File: src/rtl/alarm_seq_pkg.sv
package alarm_seq_pkg;

  // ------------------------------------------------------------
  // timebase
  // ------------------------------------------------------------
  localparam int unsigned CLK_HZ          = 20_000_000;
  localparam int unsigned QTICK_MS        = 250;
  localparam int unsigned QTICK_CYCLES    = CLK_HZ / 1000 * QTICK_MS;
  localparam int unsigned QTICK_PER_SEC   = 4;

  // ------------------------------------------------------------
  // delay and escalation times, seconds
  // ------------------------------------------------------------
  localparam logic [7:0] PRESIGNAL_MIN_S  = 8'h3C;
  localparam logic [7:0] PRESIGNAL_MAX_S  = 8'hB4;
  localparam logic [7:0] PAS_WINDOW_S     = 8'h0F;
  localparam logic [9:0] TWO_STAGE_S      = 10'h12C;
  localparam logic [9:0] CANADA3_S        = 10'h0B4;
  localparam logic [9:0] CANADA5_S        = 10'h12C;

  // ------------------------------------------------------------
  // pattern phases, quarter seconds; window sensitivity level
  // ------------------------------------------------------------
  localparam logic [5:0] MARCH_PERIOD_Q   = 6'h02;
  localparam logic [5:0] MARCH_ON_Q       = 6'h01;
  localparam logic [5:0] TEMP_STEP_Q      = 6'h02;
  localparam logic [5:0] TEMP_PERIOD_Q    = 6'h10;
  localparam logic [5:0] TEMP_ON_END_Q    = 6'h0A;
  localparam logic [5:0] CALIF_PERIOD_Q   = 6'h3C;
  localparam logic [5:0] CALIF_ON_Q       = 6'h28;
  localparam logic [5:0] ALERT_PERIOD_Q   = 6'h0C;
  localparam logic [5:0] ALERT_ON_Q       = 6'h06;
  localparam logic [3:0] LEAST_SENSITIVE_LEVEL = 4'h9;

  // ------------------------------------------------------------
  // global coding selection
  // ------------------------------------------------------------
  typedef enum logic [3:0] {
    CODE_MARCH      = 4'h0,
    CODE_TEMPORAL   = 4'h1,
    CODE_CALIFORNIA = 4'h2,
    CODE_TWO_STAGE  = 4'h3,
    CODE_CANADA3    = 4'h4,
    CODE_CANADA5    = 4'h5,
    CODE_CANADA_MAN = 4'h6,
    CODE_SYNC_A     = 4'h7,
    CODE_SYNC_B     = 4'h8,
    CODE_SYNC_C     = 4'h9
  } coding_sel_t;

  // panel events, one-cycle pulses except drill
  typedef struct packed {
    logic alarm;
    logic alarm_in_presignal_zone;
    logic acknowledge;
    logic silence;
    logic horn_silence;
    logic panel_reset;
    logic evacuate_input;
    logic event_list_general;
  } panel_evt_t;

  // time-of-day window status from the calendar
  typedef struct packed {
    logic [6:0] day_onehot;
    logic       holiday_today;
    logic       win_a_in_time;
    logic       win_b_in_time;
    logic [7:0] win_a_days;
    logic [7:0] win_b_days;
  } time_win_t;

  typedef struct packed {
    logic general_alarm_relay;
    logic polarity_reversal;
    logic municipal_box;
    logic communicator;
  } remote_out_t;

endpackage : alarm_seq_pkg

File: src/rtl/pattern_gen.sv
// quarter-second pattern generator for one coded output
module pattern_gen (
  input  wire logic                       core_clk,
  input  wire logic                       sys_rst,
  input  wire logic                       qtick,
  input  wire logic                       run,
  input  wire alarm_seq_pkg::coding_sel_t sel,
  input  wire logic                       second_stage,
  output logic                            pulse
);

  logic [5:0] phase_q;
  logic [5:0] period;
  logic       on_d;

  // ------------------------------------------------------------
  // pattern shape
  // ------------------------------------------------------------
  // two-stage modes use alert pulsing until escalated
  always_comb begin
    period = alarm_seq_pkg::MARCH_PERIOD_Q;
    on_d   = phase_q < alarm_seq_pkg::MARCH_ON_Q;
    unique case (sel)
      alarm_seq_pkg::CODE_TEMPORAL: begin
        period = alarm_seq_pkg::TEMP_PERIOD_Q;
        on_d   = (phase_q < alarm_seq_pkg::TEMP_ON_END_Q) && !phase_q[1];
      end
      alarm_seq_pkg::CODE_CALIFORNIA: begin
        period = alarm_seq_pkg::CALIF_PERIOD_Q;
        on_d   = phase_q < alarm_seq_pkg::CALIF_ON_Q;
      end
      alarm_seq_pkg::CODE_TWO_STAGE, alarm_seq_pkg::CODE_CANADA3,
      alarm_seq_pkg::CODE_CANADA5, alarm_seq_pkg::CODE_CANADA_MAN: begin
        if (second_stage) begin
          period = alarm_seq_pkg::TEMP_PERIOD_Q;
          on_d   = (phase_q < alarm_seq_pkg::TEMP_ON_END_Q) && !phase_q[1];
        end else begin
          period = alarm_seq_pkg::ALERT_PERIOD_Q;
          on_d   = phase_q < alarm_seq_pkg::ALERT_ON_Q;
        end
      end
      alarm_seq_pkg::CODE_SYNC_A, alarm_seq_pkg::CODE_SYNC_B, alarm_seq_pkg::CODE_SYNC_C: begin
        period = alarm_seq_pkg::MARCH_PERIOD_Q;
        on_d   = 1'b1; // steady, appliances pace themselves
      end
      default: begin
        period = alarm_seq_pkg::MARCH_PERIOD_Q;
        on_d   = phase_q < alarm_seq_pkg::MARCH_ON_Q;
      end
    endcase
  end

  // phase counter restarts whenever the output idles
  always_ff @(posedge core_clk or posedge sys_rst) begin
    if (sys_rst) begin
      phase_q <= 6'h00;
    end else if (!run) begin
      phase_q <= 6'h00;
    end else if (qtick) begin
      phase_q <= (phase_q + 6'h01 >= period) ? 6'h00 : phase_q + 6'h01;
    end
  end

  always_ff @(posedge core_clk or posedge sys_rst) begin
    if (sys_rst) begin
      pulse <= 1'b0;
    end else begin
      pulse <= run && on_d;
    end
  end

endmodule : pattern_gen

File: src/rtl/alarm_output_sequencer.sv
// ------------------------------------------------------------
// alarm output sequencer
// ------------------------------------------------------------
// Overview of operation
// - presignal delay programmable from 60 to 180 s
// - remote outputs bypass presignal delay normally
// - positive sequence outputs wait 15 s first
// - acknowledge in window extends to full delay
// - presignal-zone source also delays remote outputs
// - window outputs active only in time, days
// - window smoke detectors drop to level 9
// - holidays suppress window unless holiday selected
// - window outputs forced off during reset, programming
// - one global pattern for all coded circuits
// - march time pulses at 120 per minute
// - temporal is three half-second pulses, 1.5 s gap
// - California is 10 s on, 5 s off
// - two-stage alert 20 per minute, then temporal
// - two-stage escalates after five silent minutes
// - Canadian timed escalate on timer, drill, event list
// - Canadian acknowledge holds first stage; alarm restarts
// - Canadian manual escalates only on drill, event
// - strobe sync on main circuits; horn-only silence
// - unacknowledged positive sequence releases all outputs
// - second alarm aborts presignal delay immediately
// - system reset stops presignal countdown
module alarm_output_sequencer #(
  parameter int unsigned NUM_CIRCUITS = 4,
  parameter int unsigned QTICK_CYCLES = alarm_seq_pkg::QTICK_CYCLES
) (
  input  wire logic                       core_clk,
  input  wire logic                       sys_rst,
  input  wire alarm_seq_pkg::panel_evt_t  evt,
  input  wire alarm_seq_pkg::time_win_t   tw,
  input  wire logic                       programming,
  input  wire logic [7:0]                 presignal_seconds,
  input  wire logic                       positive_alarm_sequence,
  input  wire alarm_seq_pkg::coding_sel_t coding_sel,
  input  wire logic [NUM_CIRCUITS-1:0]    circuit_coded,
  input  wire logic [NUM_CIRCUITS-1:0]    circuit_presignal,
  input  wire logic [NUM_CIRCUITS-1:0]    circuit_pas,
  input  wire logic [NUM_CIRCUITS-1:0]    circuit_win_a,
  input  wire logic [NUM_CIRCUITS-1:0]    circuit_win_b,
  input  wire logic [NUM_CIRCUITS-1:0]    circuit_strobe,
  input  wire logic [NUM_CIRCUITS-1:0]    circuit_main_board,
  output logic [NUM_CIRCUITS-1:0]         notification_circuit,
  output logic [NUM_CIRCUITS-1:0]         horn_enable,
  output alarm_seq_pkg::remote_out_t      remote_out,
  output logic                            win_a_active,
  output logic                            win_b_active,
  output logic [3:0]                      win_sensitivity_level,
  output logic                            delay_running,
  output logic                            second_stage
);

  typedef enum logic [1:0] {
    DLY_IDLE  = 2'b00,
    DLY_PAS   = 2'b01,
    DLY_FULL  = 2'b11,
    DLY_DONE  = 2'b10
  } delay_state_t;

  delay_state_t delay_q;
  logic [QTICK_CYCLES > 1 ? $clog2(QTICK_CYCLES)-1 : 0 : 0] div_q;
  logic       qtick;
  logic [1:0] qcnt_q;
  logic       stick;
  logic [7:0] dly_sec_q;
  logic [7:0] dly_limit;
  logic       alarm_q;
  logic       sourced_in_zone_q;
  logic       stage2_q;
  logic       held_q;
  logic       cancel_q;
  logic [9:0] esc_sec_q;
  logic [9:0] esc_limit;
  logic       timed_mode;
  logic       two_stage_mode;
  logic       sync_mode;
  logic       local_release;
  logic       remote_release;
  logic       ack_or_sil;
  logic       horn_muted_q;
  logic       win_a_d;
  logic       win_b_d;

  // ------------------------------------------------------------
  // timebase
  // ------------------------------------------------------------
  // one divider feeds both ticks so phases never drift apart
  always_ff @(posedge core_clk or posedge sys_rst) begin
    if (sys_rst) begin
      div_q <= '0;
    end else if (qtick) begin
      div_q <= '0;
    end else begin
      div_q <= div_q + 1'b1;
    end
  end

  assign qtick = (32'(div_q) == QTICK_CYCLES - 1);

  always_ff @(posedge core_clk or posedge sys_rst) begin
    if (sys_rst) begin
      qcnt_q <= 2'h0;
    end else if (qtick) begin
      qcnt_q <= qcnt_q + 2'h1;
    end
  end

  assign stick = qtick && (qcnt_q == 2'(alarm_seq_pkg::QTICK_PER_SEC - 1));

  // ------------------------------------------------------------
  // alarm latch
  // ------------------------------------------------------------
  always_ff @(posedge core_clk or posedge sys_rst) begin
    if (sys_rst) begin
      alarm_q           <= 1'b0;
      sourced_in_zone_q <= 1'b0;
    end else if (evt.panel_reset) begin
      alarm_q           <= 1'b0;
      sourced_in_zone_q <= 1'b0;
    end else if (evt.alarm) begin
      alarm_q           <= 1'b1;
      sourced_in_zone_q <= sourced_in_zone_q | (!alarm_q && evt.alarm_in_presignal_zone);
    end
  end

  // ------------------------------------------------------------
  // presignal and positive sequence delay
  // ------------------------------------------------------------
  // programmed value clamped so a bad entry cannot remove the delay
  always_comb begin
    dly_limit = presignal_seconds;
    if (presignal_seconds < alarm_seq_pkg::PRESIGNAL_MIN_S) begin
      dly_limit = alarm_seq_pkg::PRESIGNAL_MIN_S;
    end else if (presignal_seconds > alarm_seq_pkg::PRESIGNAL_MAX_S) begin
      dly_limit = alarm_seq_pkg::PRESIGNAL_MAX_S;
    end
  end

  always_ff @(posedge core_clk or posedge sys_rst) begin
    if (sys_rst) begin
      delay_q   <= DLY_IDLE;
      dly_sec_q <= 8'h00;
    end else if (evt.panel_reset) begin
      delay_q   <= DLY_IDLE;
      dly_sec_q <= 8'h00;
    end else begin
      unique case (delay_q)
        DLY_IDLE: begin
          if (evt.alarm && !alarm_q) begin
            delay_q   <= positive_alarm_sequence ? DLY_PAS : DLY_FULL;
            dly_sec_q <= 8'h00;
          end
        end
        DLY_PAS: begin
          if (evt.alarm) begin
            delay_q <= DLY_DONE;
          end else if (evt.acknowledge) begin
            delay_q <= DLY_FULL;
          end else if (stick) begin
            dly_sec_q <= dly_sec_q + 8'h01;
            if (dly_sec_q + 8'h01 >= alarm_seq_pkg::PAS_WINDOW_S) begin
              delay_q <= DLY_DONE;
            end
          end
        end
        DLY_FULL: begin
          if (evt.alarm) begin
            delay_q <= DLY_DONE;
          end else if (stick) begin
            dly_sec_q <= dly_sec_q + 8'h01;
            if (dly_sec_q + 8'h01 >= dly_limit) begin
              delay_q <= DLY_DONE;
            end
          end
        end
        DLY_DONE: begin
          delay_q <= DLY_DONE;
        end
      endcase
    end
  end

  assign delay_running  = (delay_q == DLY_PAS) || (delay_q == DLY_FULL);
  assign local_release  = alarm_q && !delay_running;
  // remote outputs wait only when the source sits in the presignal zone
  assign remote_release = alarm_q && (!sourced_in_zone_q || !delay_running);

  // ------------------------------------------------------------
  // two-stage escalation
  // ------------------------------------------------------------
  assign two_stage_mode = (coding_sel == alarm_seq_pkg::CODE_TWO_STAGE) ||
                          (coding_sel == alarm_seq_pkg::CODE_CANADA3) ||
                          (coding_sel == alarm_seq_pkg::CODE_CANADA5) ||
                          (coding_sel == alarm_seq_pkg::CODE_CANADA_MAN);
  assign timed_mode     = two_stage_mode && (coding_sel != alarm_seq_pkg::CODE_CANADA_MAN);
  assign sync_mode      = (coding_sel == alarm_seq_pkg::CODE_SYNC_A) ||
                          (coding_sel == alarm_seq_pkg::CODE_SYNC_B) ||
                          (coding_sel == alarm_seq_pkg::CODE_SYNC_C);
  assign ack_or_sil     = evt.acknowledge || evt.silence;

  always_comb begin
    unique case (coding_sel)
      alarm_seq_pkg::CODE_CANADA3: esc_limit = alarm_seq_pkg::CANADA3_S;
      alarm_seq_pkg::CODE_CANADA5: esc_limit = alarm_seq_pkg::CANADA5_S;
      default:                     esc_limit = alarm_seq_pkg::TWO_STAGE_S;
    endcase
  end

  // timer counts while an alarm is latched in a timed mode and nobody has answered
  always_ff @(posedge core_clk or posedge sys_rst) begin
    if (sys_rst) begin
      esc_sec_q <= 10'h000;
      held_q    <= 1'b0;
    end else if (evt.panel_reset || !alarm_q) begin
      esc_sec_q <= 10'h000;
      held_q    <= 1'b0;
    end else if (evt.alarm && coding_sel != alarm_seq_pkg::CODE_TWO_STAGE) begin
      esc_sec_q <= 10'h000;
      held_q    <= ack_or_sil; // an answer in the same cycle still holds
    end else if (ack_or_sil) begin
      held_q    <= 1'b1;
    end else if (stick && !held_q && timed_mode) begin
      esc_sec_q <= esc_sec_q + 10'h001;
    end
  end

  // manual variant: reset or silence before escalation cancels it
  always_ff @(posedge core_clk or posedge sys_rst) begin
    if (sys_rst) begin
      cancel_q <= 1'b0;
    end else if (!alarm_q && !evt.alarm) begin
      cancel_q <= 1'b0;
    end else if ((evt.panel_reset || evt.silence) && !stage2_q) begin
      cancel_q <= 1'b1;
    end
  end

  always_ff @(posedge core_clk or posedge sys_rst) begin
    if (sys_rst) begin
      stage2_q <= 1'b0;
    end else if (evt.panel_reset || !two_stage_mode) begin
      stage2_q <= 1'b0;
    end else if (timed_mode && !held_q && esc_sec_q >= esc_limit) begin
      stage2_q <= 1'b1;
    end else if (coding_sel != alarm_seq_pkg::CODE_TWO_STAGE &&
                 (evt.evacuate_input || evt.event_list_general) &&
                 !(coding_sel == alarm_seq_pkg::CODE_CANADA_MAN && cancel_q)) begin
      stage2_q <= 1'b1;
    end
  end

  assign second_stage = stage2_q;

  // ------------------------------------------------------------
  // time control windows
  // ------------------------------------------------------------
  // day match; holiday overrides unless the holiday bit is chosen
  assign win_a_d = tw.win_a_in_time && !programming && !evt.panel_reset &&
                   ((tw.holiday_today) ? tw.win_a_days[7] : |(tw.win_a_days[6:0] & tw.day_onehot));
  assign win_b_d = tw.win_b_in_time && !programming && !evt.panel_reset &&
                   ((tw.holiday_today) ? tw.win_b_days[7] : |(tw.win_b_days[6:0] & tw.day_onehot));

  always_ff @(posedge core_clk or posedge sys_rst) begin
    if (sys_rst) begin
      win_a_active          <= 1'b0;
      win_b_active          <= 1'b0;
      win_sensitivity_level <= 4'h0;
    end else begin
      win_a_active          <= win_a_d;
      win_b_active          <= win_b_d;
      win_sensitivity_level <= (win_a_d || win_b_d) ? alarm_seq_pkg::LEAST_SENSITIVE_LEVEL : 4'h0;
    end
  end

  // ------------------------------------------------------------
  // remote outputs
  // ------------------------------------------------------------
  always_ff @(posedge core_clk or posedge sys_rst) begin
    if (sys_rst) begin
      remote_out <= '0;
    end else begin
      remote_out <= {4{remote_release}};
    end
  end

  // horn-only silence latched until a fresh fire alarm resounds
  always_ff @(posedge core_clk or posedge sys_rst) begin
    if (sys_rst) begin
      horn_muted_q <= 1'b0;
    end else if (evt.horn_silence) begin
      horn_muted_q <= 1'b1;
    end else if (evt.alarm || evt.panel_reset) begin
      horn_muted_q <= 1'b0;
    end
  end

  // ------------------------------------------------------------
  // per-circuit output
  // ------------------------------------------------------------
  for (genvar i = 0; i < NUM_CIRCUITS; i++) begin : g_circ
    logic run;
    logic coded;
    logic gate_ok;
    logic on_d;

    assign gate_ok = (!circuit_win_a[i] || win_a_active) && (!circuit_win_b[i] || win_b_active);
    assign run     = (circuit_presignal[i] || circuit_pas[i]) ? local_release : alarm_q;
    // sync codes only exist on main board circuits
    assign on_d    = run && gate_ok &&
                     !(two_stage_mode && coding_sel == alarm_seq_pkg::CODE_CANADA_MAN && cancel_q && !stage2_q &&
                       evt.silence);

    pattern_gen u_pat (
      .core_clk     (core_clk),
      .sys_rst      (sys_rst),
      .qtick        (qtick),
      .run          (on_d && circuit_coded[i] && (!sync_mode || circuit_main_board[i])),
      .sel          (coding_sel),
      .second_stage (stage2_q),
      .pulse        (coded)
    );

    always_ff @(posedge core_clk or posedge sys_rst) begin
      if (sys_rst) begin
        notification_circuit[i] <= 1'b0;
        horn_enable[i]          <= 1'b0;
      end else begin
        notification_circuit[i] <= circuit_coded[i] ? coded : on_d;
        horn_enable[i]          <= on_d && !(circuit_strobe[i] && sync_mode && circuit_main_board[i] &&
                                             horn_muted_q);
      end
    end
  end

endmodule : alarm_output_sequencer

File: config.mk
export PLATFORM = sky130hd
export DESIGN_NAME = alarm_output_sequencer
export DESIGN_NICKNAME = d
export VERILOG_FILES = /design/src/rtl/alarm_seq_pkg.sv /design/src/rtl/pattern_gen.sv /design/src/rtl/alarm_output_sequencer.sv
export SDC_FILE = /design/constraint.sdc
export NUM_CORES = 1
export LEC_CHECK = 0
export BUFFER_PORTS_ARGS = -buffer_cell sky130_fd_sc_hd__buf_2
export CAP_MARGIN = 20
export CORE_UTILIZATION = 59
export DETAILED_ROUTE_END_ITERATION = 6
export PLACE_DENSITY = 0.89
export SLEW_MARGIN = 20
export SYNTH_ARGS = -nofsm -noshare
export SYNTH_HDL_FRONTEND = slang
export SYNTH_HIERARCHICAL = 1
export SYNTH_SLANG_ARGS = --single-unit
File: constraint.sdc
create_clock -name core_clk -period 3.2 [get_ports core_clk]
set_input_delay 0.16 -clock core_clk [delete_from_list [all_inputs] [get_ports core_clk]]
set_output_delay 0.16 -clock core_clk [all_outputs]
set_load 0.005 [all_outputs]
==> summary.txt, run 1 <==
Run status
  – Status: complete, no violations

Route
  – Routed WL: 16410 µm
  – WL/cell: 16.32 µm
  – Drt pass-1 iters: 5
  – Routed Antenna Nets: 0
  – DRC viols: 0
  – Total number of vias: 6206
  – DRT iter0 DRCs: between 500 and 600
  – Drt via density: 6.175

STA
  – Worst slew pin tran: 0.6764 ns
  – RSZ-0062 raised after global routing: false
  – Fmax: about 0.35 GHz
  – Final setup vio count: 0
  – Relative slew slack: a little over half
  – Minimum clock period: 2.828 ns
  – Min Hold Slack: 0.009953 ns
  – Post-route clock period utilization: 88.37%
  – Fin Setup TNS: 0 ns
  – Clk_skew: about 0.0063 ns
  – Final Max Slew Viols: 0
  – Final hold violation count: 0

GRT
  – Largest net degree at the start of global routing: 42
  – GRT Util Overall: 29.14%
  – M3 GR Usage: approximately 6%
  – Antenna violations before repair: 0
  – Overflow after GRT: 0
  – GR Util met2: 48.64%
  – M1 GR Usage: around 37%
  – Number of global-route vias before repair: 5701
  – First-pass GRT wire length: between 20000 and 30000 µm
  – GR peak layer: met2

Worst setup path
  – CP arrival: 3.11 ns
  – Kind of critical path: reg2reg
  – Setup crit end kind: register
  – Worst reg-to-reg setup slack: 0.37 ns
  – CP max FO: 18
  – Crit Reg-Reg Endpoint: g_circ[1].u_pat/phase_q[3]$_DFFE_PP0P_
  – Reg2reg start: div_q[12]$_DFF_PP0_
  – Path depth of the worst reg2reg path: 8
  – WP data required: 3.48 ns
  – Kind of start point of the critical path: register

Floorplanning
  – Die ar.: 11840 µm²
  – Die Span X: roughly 110 µm
  – Initial Utilization: 61.29%
  – I/O pin count: 98
  – Die Y: between 100 and 150 µm
  – # rows: 38
  – Core ar.: 10980 µm²

Finish
  – Layout fillers: approximately 840
  – Non-filler cells, final: 1005
  – Area Overhead vs Synth: 12.66%
  – Layout net count: 987
  – Share of cells above drive strength 1: 17.80%
  – Final instance area: 7584 µm²
  – Diodes inserted: 0

Placed design
  – Port-buffer cells: 95
  – Inst Count DP: 987
  – Placed Area: 7258 µm²
  – Hpwl dp: 12250 µm
  – Final Wtd Congestion: 0.9307

Clock tree
  – CTS tree: yes
  – Clk sinks: 91
  – CTS root buf: clkbuf_16
  – Clock buffer depth: 2
  – Post-CTS Repair Setup Buffers: 0
  – Reg clk slew, reported paths: 0.06 ns
  – Total CTS buffers: 9
  – Clock Latency Late Sink: 0.34 ns
  – H-Tree Depth: 3

Logic synthesis
  – Yosys warnings: 6
  – Post-synth EDFFs: 0
  – Main flop type after synthesis: dfrtp_1
  – Mapped Area: between 6000 and 7000 µm²
  – Area leader, netlist: dfrtp_1
  – Synth Register Bits: a little over 90
  – Seq/Total Area, Yosys: about 34%
  – Area contributors post-synth: dfrtp_1, ha_1, nand2_1
  – Asr flop ratio synth: 100.0%
  – Area share of the largest cell type after synthesis: 33.83%
  – Post-synthesis instance total: roughly 770
  – Avg Cell Area, Syn: between 8 and 9 µm²
  – Cell variety after synth: 61

Pwr
  – Sw power: 776.2 µW
  – Clk network pwr share: 38.8%
  – Int Power: 2.051 mW
  – Sw Ratio: 27.46%
  – Power per cell area: roughly 370 nW/µm²
  – Worst vdd ir: between 0.0004 and 0.0005 V
  – Gate power share: 18.6%
  – Sequential power share: 42.6%
  – Static Leakage: 3.608 nW

Job
  – Max-Cap Viols: 0

Worst hold path
  – Hold Path Class: in2reg
  – Worst hold endpoint: horn_enable[2]$_DFF_PP0_
  – Hold path start: circuit_strobe[2]
  – WHS Path Cells: 2
[how the worst max path moves through the flow]
stage,to,cells past startpoint,startpoint
floorplan,g_circ[0].u_pat/phase_q[1]$_DFFE_PP0P_,9,div_q[12]$_DFF_PP0_
global placement,delay_q[1]$_DFFE_PP0P_,11,dly_sec_q[0]$_DFFE_PP0P_
detailed placement,esc_sec_q[8]$_DFFE_PP0P_,7,coding_sel[1]
CTS,g_circ[2].u_pat/phase_q[0]$_DFFE_PP0P_,8,div_q[12]$_DFF_PP0_
global route,g_circ[0].u_pat/phase_q[2]$_DFFE_PP0P_,8,div_q[13]$_DFF_PP0_
finish,g_circ[1].u_pat/phase_q[3]$_DFFE_PP0P_,8,div_q[12]$_DFF_PP0_
[synthesized netlist by cell type, types with 12 or more instances]
| library cell | count |
|---|---|
| a2111oi_0 | 14 |
| a21o_1 | 12 |
| a21oi_1 | 36 |
| a22o_1 | 14 |
| a31oi_1 | 12 |
| and3_1 | 15 |
| buf_6 | 13 |
| dfrtp_1 | 91 |
| ha_1 | 49 |
| inv_1 | 53 |
| nand2_1 | 76 |
| nand2b_1 | 19 |
| nand3_1 | 30 |
| nand4_1 | 17 |
| nor2_1 | 62 |
| nor3_1 | 12 |
| nor4b_1 | 17 |
| o21ai_0 | 42 |
| or3_1 | 14 |
| xnor2_1 | 27 |
| xor2_1 | 17 |
[kinds of logic after synthesis]
family / share of synthesized area [%]
xor+xnor: 5.725
flops: 33.83
other cells: 0.05571
compound gates: 17.96
fa+ha+maj: 9.108
buf+inv: 6.673
simple gates: 25.13
mux: 1.524
[metrics by stage]
step | total power [mW] | util (%) | worst slack (ns)
final | 2.827 | 69.05 | 0.3721
after global routing | 2.958 | 69.05 | 0.1969
after CTS | 2.828 | 69.05 | 0.4216
after detailed placement | 1.739 | 66.09 | 0.3924
after global placement | 1.724 | 66.09 | 0.5064
after floorplan | 1.577 | - | 0.2932
[registers in the layout, summed over array words and instances, names as in the netlist, 2 cells and up]
name	flops
delay_q	2
div_q	23
dly_sec_q	8
esc_sec_q	10
g_circ.u_pat/phase_q	24
g_circ.u_pat/pulse	4
horn_enable	4
notification_circuit	4
qcnt_q	2
[layer usage]
metal,vias up,wire (µm)
li1,2959,-
met1,2993,7032
met2,212,8050
met3,42,927
met4,0,395
met5,-,0
[layout make-up]
| cell class | count | area, µm² | share of cell area, % |
|---|---|---|---|
| Clock buffer | 12 | 256.5 | 3.382 |
| Clock inverter | 4 | 48.80 | 0.6435 |
| Inverter | 53 | 198.9 | 2.623 |
| Multi-Input combinational cell | 595 | 4009 | 52.86 |
| Sequential cell | 91 | 2277 | 30.03 |
| Tap cell | 140 | 175.2 | 2.310 |
| Timing Repair Buffer | 110 | 618.1 | 8.150 |
[critical path, stage by stage, from the launching register on]
cell and delay (ns):
dfrtp_1 0.42, or4b_4 0.57, nor4_4 0.42, and2_1 0.26, buf_12 0.18, nand2_1 0.06
a211o_1 0.25, nor3_1 0.40, a22o_1 0.20
[placed cells by master (no fill, tap or decap), types with 15 or more instances in the layout]
cell type  instances
nor4b_1           17
a21oi_1           36
nor2_1            62
nand2b_1          19
buf_2             95
inv_1             52
dfrtp_1           91
nand4_1           17
o21ai_0           42
xnor2_1           27
ha_1              49
xor2_1            17
and3_1            15
nand2_1           76
nand3_1           30
[power by group through the flow]
stage | sequential, mW | combinational (mW) | clock [mW]
after CTS | 1.20 | 0.520 | 1.10
after detailed placement | 1.22 | 0.515 | 0
final | 1.20 | 0.526 | 1.10
after floorplan | 1.22 | 0.358 | 0
after global placement | 1.22 | 0.502 | 0
after global routing | 1.21 | 0.589 | 1.16
[what timing repair did]
item                                   in CTS  in global routing
gates resized for setup                     0                  0
hold buffers                                2                  0
endpoints found under the hold margin      33                  0
No activity file was read; power rests on OpenSTA's default activity.
==> run 2: changes to the inputs <==
--- a/config.mk
+++ b/config.mk
@@ -7,11 +7,10 @@
 export LEC_CHECK = 0
 export BUFFER_PORTS_ARGS = -buffer_cell sky130_fd_sc_hd__buf_2
 export CAP_MARGIN = 20
-export CORE_UTILIZATION = 59
+export CORE_UTILIZATION = 62
 export DETAILED_ROUTE_END_ITERATION = 6
-export PLACE_DENSITY = 0.89
+export PLACE_DENSITY = 0.93
 export SLEW_MARGIN = 20
 export SYNTH_ARGS = -nofsm -noshare
 export SYNTH_HDL_FRONTEND = slang
-export SYNTH_HIERARCHICAL = 1
 export SYNTH_SLANG_ARGS = --single-unit
==> constraint.sdc (replaced) <==
create_clock -name core_clk -period 3.35 [get_ports core_clk]
set_input_delay 0.1675 -clock core_clk [delete_from_list [all_inputs] [get_ports core_clk]]
set_output_delay 0.1675 -clock core_clk [all_outputs]
set_load 0.005 [all_outputs]
==> summary.txt, run 2 <==
Run status
  – Status: complete, no violations

GRT
  – First-pass GRT wire length: about 26000 µm
  – Number of global-route vias before repair: ~5500
  – Overflow after GRT: 0
  – Largest net degree at the start of global routing: 36
  – GRT Util Overall: between 30% and 40%
  – Antenna violations before repair: 2

Pwr
  – Gate power share: between 20% and 30%
  – Sequential power share: 48.3%
  – Static Leakage: 3.301 nW
  – Sw power: 749.6 µW
  – Worst vdd ir: 0.0001921 V
  – Sw Ratio: 31.42%
  – Int Power: about 1.6 mW
  – Clk network pwr share: 30.5%
  – Power per cell area: 347.9 nW/µm²

STA
  – Fmax: 0.3563 GHz
  – Final setup vio count: 0
  – Clk_skew: ~0.018 ns
  – Final hold violation count: 0
  – Post-route clock period utilization: 83.79%
  – RSZ-0062 raised after global routing: false
  – Fin Setup TNS: 0 ns
  – Worst slew pin tran: 0.8222 ns
  – Final Max Slew Viols: 0
  – Relative slew slack: 44.61%
  – Minimum clock period: 2.807 ns

Route
  – Drt pass-1 iters: 4
  – WL/cell: 18.26 µm
  – Routed WL: 16300 µm
  – DRT iter0 DRCs: 365
  – Routed Antenna Nets: 0
  – DRC viols: 0
  – Total number of vias: 5618
  – Drt via density: roughly 6.3

Worst setup path
  – Setup crit end kind: register
  – Kind of start point of the critical path: register
  – Critical path depth: 8
  – Worst reg-to-reg setup slack: 0.54 ns
  – Crit-path leading delay family: compound AO/OA/AOI/OAI gates
  – Kind of critical path: reg2reg
  – WP data required: about 3.6 ns
  – Critical Path End: delay_q[0]$_DFFE_PP0P_
  – Path depth of the worst reg2reg path: 8
  – Crit Reg-Reg Endpoint: delay_q[0]$_DFFE_PP0P_
  – Buffers and inverters on the worst path: 0
  – Reg2reg start: dly_sec_q[0]$_DFFE_PP0P_
  – Worst path slowest cell: dfrtp_1
  – CP max FO: 10
  – Most frequent CP cell: ha_1
  – Cell Chain, Critical Path: ha_1 > nand3_1 > xnor2_1 > ha_1 > o2111ai_1 > o31a_1 > or2_2 > o32ai_1
  – Setup crit start: dly_sec_q[0]$_DFFE_PP0P_
  – Max incr delay on CP: 0.52 ns
  – CP arrival: between 3 and 4 ns

Logic synthesis
  – Yosys warnings: 0
  – Area share of the largest cell type after synthesis: 37.81%
  – Post-synth EDFFs: 0
  – Synth Register Bits: ~90
  – Area contributors post-synth: dfrtp_1, ha_1, xnor2_1
  – Cell variety after synth: 59
  – Main flop type after synthesis: dfrtp_1
  – Top-count cell post-synth: dfrtp_1
  – Post-synthesis instance total: 663
  – Avg Cell Area, Syn: 9.083 µm²
  – Area leader, netlist: dfrtp_1
  – Seq/Total Area, Yosys: 37.81%
  – Mapped Area: 6022 µm²
  – Asr flop ratio synth: 100.0%
  – Most frequent cells after synthesis: dfrtp_1, nor2_1, ha_1

Finish
  – Most flop-heavy register: g_circ.u_pat.phase_q
  – Area Overhead vs Synth: 13.90%
  – Top flop regs: g_circ.u_pat.phase_q x24, div_q x23, esc_sec_q x10
  – Commonest cells after routing, fill and taps aside: buf_2, dfrtp_1, nor2_1
  – Most common cell after layout, fill and taps aside: buf_2
  – Non-filler cells, final: 893
  – Max reg flops: 24
  – Share of cells above drive strength 1: 17.19%
  – Layout net count: 885

Floorplanning
  – Die Y: 100.6 µm
  – I/O pin count: 98
  – Initial Utilization: 64.56%
  – Core ar.: 9328 µm²
  – # rows: 35
  – Die ar.: ~10000 µm²
  – Die Span X: 100.6 µm

Placed design
  – Inst Count DP: between 800 and 900
  – Final Wtd Congestion: 0.8783
  – Hpwl dp: about 12000 µm
  – Port-buffer cells: 95

Clock tree
  – Clock buffer depth: 2
  – Cts hold-fix bufs: 8
  – H-Tree Depth: 3
  – Post-CTS Repair Setup Buffers: 0
  – CTS root buf: clkbuf_8
  – Total CTS buffers: 9
  – CTS resizes: 0
  – CTS tree: yes
  – Clk sinks: 91
  – Reg clk slew, reported paths: 0.11 ns
  – Clock Latency Late Sink: 0.37 ns

Worst hold path
  – Hold Path Class: in2reg

Job
  – Max-Cap Viols: 0
## run 2: area by class of cell
cell class              instances  area [µm²]
diodes                          2       5.005
clock buffers                  10       137.6
clock inverters                 6       52.55
fillers                       652        2469
inverters                      43       162.7
multi-input cells             500        3432
flip-flops and latches         91        2277
well taps                     129       161.4
repair buffers                112       630.6
## run 2: power groups by stage
stage	logic (mW)	registers [mW]	clock network, mW
floorplan	0.316	1.17	0
global placement	0.459	1.17	0
detailed placement	0.477	1.17	0
CTS	0.488	1.15	0.730
global route	0.560	1.16	0.782
finish	0.505	1.15	0.728
## run 2: per-stage QoR
| stage | worst slack (ns) | util [%] | hold slack (ns) | area [µm²] | power [mW] |
|---|---|---|---|---|---|
| floorplan | 0.6814 | - | 0.2598 | 6026 | 1.484 |
| global placement | 0.6768 | 70.26 | 0.1745 | 6554 | 1.628 |
| detailed placement | 0.4660 | 70.26 | 0.1827 | 6554 | 1.649 |
| CTS | 0.5574 | 73.16 | 0.001413 | 6824 | 2.369 |
| global route | 0.3764 | 73.51 | 0.008615 | 6857 | 2.499 |
| finish | 0.5432 | 73.53 | 0.01626 | 6859 | 2.386 |
## run 2: worst min path at each step
stage,start,endpoint,slack [ns],cells past startpoint
3_3_place_gp,sys_rst,div_q[12]$_DFF_PP0_,0.17,2
2_1_floorplan,evt[3],horn_muted_q$_DFFE_PP0P_,0.26,1
4_1_cts,circuit_strobe[2],horn_enable[2]$_DFF_PP0_,0.001,2
3_5_place_dp,sys_rst,div_q[12]$_DFF_PP0_,0.18,2
5_1_grt,circuit_coded[2],notification_circuit[2]$_DFF_PP0_,0.009,2
6_report,circuit_coded[2],notification_circuit[2]$_DFF_PP0_,0.02,2
## run 2: cell families after synthesis
family / Yosys count / share of synthesized area [%]
other cells: 1 / 0.06227
xor+xnor: 52 / 7.563
flops: 91 / 37.81
simple gates: 232 / 19.72
buf+inv: 73 / 5.257
fa+ha+maj: 50 / 10.39
compound gates: 157 / 18.03
mux: 7 / 1.164
## run 2: per-layer routing
metal  vias to the layer above  wire length (µm)  track usage [%]  part of all wire (%)
met1                      2663              6315            38.82                    39
met4                         2               571            16.28                   3.5
met3                        53              1419            8.877                   8.7
li1                       2574                 -                -                     -
met5                         -                13                0                 0.080
met2                       326              7984            53.53                    49
==> run 3: changes to the inputs <==
--- a/config.mk
+++ b/config.mk
@@ -7,9 +7,9 @@
 export LEC_CHECK = 0
 export BUFFER_PORTS_ARGS = -buffer_cell sky130_fd_sc_hd__buf_2
 export CAP_MARGIN = 20
-export CORE_UTILIZATION = 62
+export CORE_UTILIZATION = 52
 export DETAILED_ROUTE_END_ITERATION = 6
-export PLACE_DENSITY = 0.93
+export PLACE_DENSITY = 0.84
 export SLEW_MARGIN = 20
 export SYNTH_ARGS = -nofsm -noshare
 export SYNTH_HDL_FRONTEND = slang
==> constraint.sdc (replaced) <==
create_clock -name core_clk -period 2.3 [get_ports core_clk]
set_input_delay 0.115 -clock core_clk [delete_from_list [all_inputs] [get_ports core_clk]]
set_output_delay 0.115 -clock core_clk [all_outputs]
set_load 0.005 [all_outputs]
==> summary.txt, run 3 (same netlist as run 2, synthesis figures left out) <==
Finish
  – Non-filler cells, final: ~950
  – Share of cells above drive strength 1: approximately 28%
  – Area occupied by registers: 2285 µm²
  – Most flop-heavy register: g_circ.u_pat.phase_q
  – Max reg flops: 24
  – Commonest cells after routing, fill and taps aside: buf_2, dfrtp_1, nor2_1
  – Layout net count: 929
  – Top flop regs: g_circ.u_pat.phase_q x24, div_q x23, esc_sec_q x10
  – Layout fillers: ~760
  – Footprint of the multi-input gates: between 3000 and 4000 µm²
  – Most common cell after layout, fill and taps aside: buf_2
  – Final instance area: 7611 µm²
  – Area Overhead vs Synth: 26.39%

Worst setup path
  – CP max FO: 5
  – CP arrival: 2.57 ns
  – Max incr delay on CP: 0.57 ns
  – Worst path slowest cell: or4_4
  – Worst reg-to-reg setup slack: -0.03 ns
  – Buffers and inverters on the worst path: 0
  – Cell Chain, Critical Path: ha_2 > and3_4 > nand4_1 > or4_4 > nor3b_4 > a21oi_1 > a311oi_1
  – Kind of critical path: reg2reg
  – Path depth of the worst reg2reg path: 7
  – WP data required: 2.54 ns
  – Setup crit end kind: register
  – Critical path depth: 7
  – Kind of start point of the critical path: register
  – Crit-path leading delay family: simple AND/OR/NAND/NOR gates

Floorplanning
  – # rows: 38
  – Die Span X: between 100 and 150 µm
  – I/O pin count: 98
  – Initial Utilization: a little over half
  – Core ar.: 11080 µm²
  – Die ar.: 12020 µm²
  – Die Y: 109.6 µm

Run status
  – Failing checks: setup timing
  – Status: complete, but fails checks

Clock tree
  – CTS root buf: clkbuf_16
  – CTS tree: yes
  – Reg clk slew, reported paths: 0.08 ns
  – Clk sinks: 91
  – Total CTS buffers: 9
  – Clock buffer depth: 2
  – H-Tree Depth: 3
  – Clock Latency Late Sink: 0.35 ns

STA
  – Final Max Slew Viols: 0
  – Fin Setup TNS: -0.06767 ns
  – Final hold violation count: 0
  – RSZ-0062 raised after global routing: true
  – Min Hold Slack: 0.01492 ns
  – Relative slew slack: 57.75%
  – Post-route clock period utilization: 101.2%
  – Fmax: 0.4298 GHz
  – Final setup vio count: 5
  – Clk_skew: 0.01028 ns
  – Setup ws final: -0.02682 ns
  – Minimum clock period: 2.327 ns
  – Worst slew pin tran: around 0.62 ns

GRT
  – Largest net degree at the start of global routing: 92
  – Overflow after GRT: 0
  – Antenna violations before repair: 1
  – GRT Util Overall: 28.02%
  – Number of global-route vias before repair: around 5600
  – First-pass GRT wire length: between 20000 and 30000 µm

Placed design
  – Final Wtd Congestion: 0.9130
  – Hpwl dp: between 10000 and 15000 µm
  – Port-buffer cells: 95
  – Placed Area: 6837 µm²
  – Inst Count DP: 904

Route
  – Routed Antenna Nets: 0
  – DRC viols: 0
  – Drt pass-1 iters: 5
  – WL/cell: 18.16 µm
  – Drt via density: 6.192
  – DRT iter0 DRCs: approximately 460
  – Routed WL: 17190 µm
  – Total number of vias: 5864

Pwr
  – Worst vdd ir: 0.0004556 V
  – Power Total: 4.157 mW
  – Power per cell area: 546.2 nW/µm²
  – Static Leakage: 3.585 nW

Worst hold path
  – Hold Path Class: in2reg
  – WHS Path Cells: 2

Job
  – Max-Cap Viols: 0
run 3: cell count changes in the layout (fill, tap and decap cells not counted), sizes merged:
| cell | previous run | this run |
|---|---|---|
| buf | 101 | 147 |
| clkinv | 3 | 1 |
| dlygate4sd3 | 11 | 9 |
| bufinv | 0 | 1 |
| diode | 2 | 1 |
| clkinvlp | 0 | 4 |
| inv | 46 | 44 |
| clkbuf | 10 | 9 |
run 3: power breakdown:
group          internal [mW]  switching, mW
Clock                  0.849          0.678
Sequential              1.64         0.0291
Combinational          0.433          0.525
run 3: worst paths after layout:
kind / from / to
max: div_q[1]$_DFF_PP0_ / dly_sec_q[5]$_DFFE_PP0P_
min: circuit_main_board[2] / horn_enable[2]$_DFF_PP0_
max reg2reg: div_q[1]$_DFF_PP0_ / dly_sec_q[5]$_DFFE_PP0P_
min reg2reg: g_circ[0].u_pat.pulse$_DFF_PP0_ / notification_circuit[0]$_DFF_PP0_
max in group asynchronous: sys_rst / g_circ[1].u_pat.phase_q[1]$_DFFE_PP0P_
min in group asynchronous: sys_rst / div_q[9]$_DFF_PP0_
run 3: per-stage QoR:
step | utilization (%) | worst slack, ns
5_1_grt | 68.70 | -0.08575
3_5_place_dp | 61.71 | -0.1134
4_1_cts | 66.03 | -0.0002933
3_3_place_gp | 61.71 | 0.04270
6_report | 68.70 | -0.02682
2_1_floorplan | - | -0.004987
run 3: layout make-up:
| class | count | share of cell area (%) |
|---|---|---|
| diodes | 1 | 0.03288 |
| clock buffers | 9 | 2.959 |
| clock inverters | 7 | 0.9864 |
| inverters | 43 | 2.170 |
| multi-input cells | 500 | 48.61 |
| flip-flops and latches | 91 | 30.02 |
| well taps | 140 | 2.301 |
| repair buffers | 156 | 12.92 |
run 3: timing repair:
item | CTS | global route
resized for setup | 11 | 41
setup buffers | 2 | 16
endpoints found under the setup margin | 24 | 32
hold buffers | 10 | 0
endpoints found under the hold margin | 97 | 0
pin swaps | 3 | 19
run 3: routing by layer:
metal  track usage [%]  vias to the layer above  part of all wire (%)
met4             13.62                        0                   3.2
li1                  -                     2660                     -
met1             32.97                     2841                    39
met5                 0                        -                     0
met3             6.639                       56                   7.9
met2             47.98                      307                    50
run 3: worst register-to-register path: cells and delay by family, from the launching register on:
kind,cells,cell delay [ns]
and+or+nand+nor,4,1.22
AOI/OAI and AO/OA,2,0.44
DFF,1,0.37
adders and majority gates,1,0.20
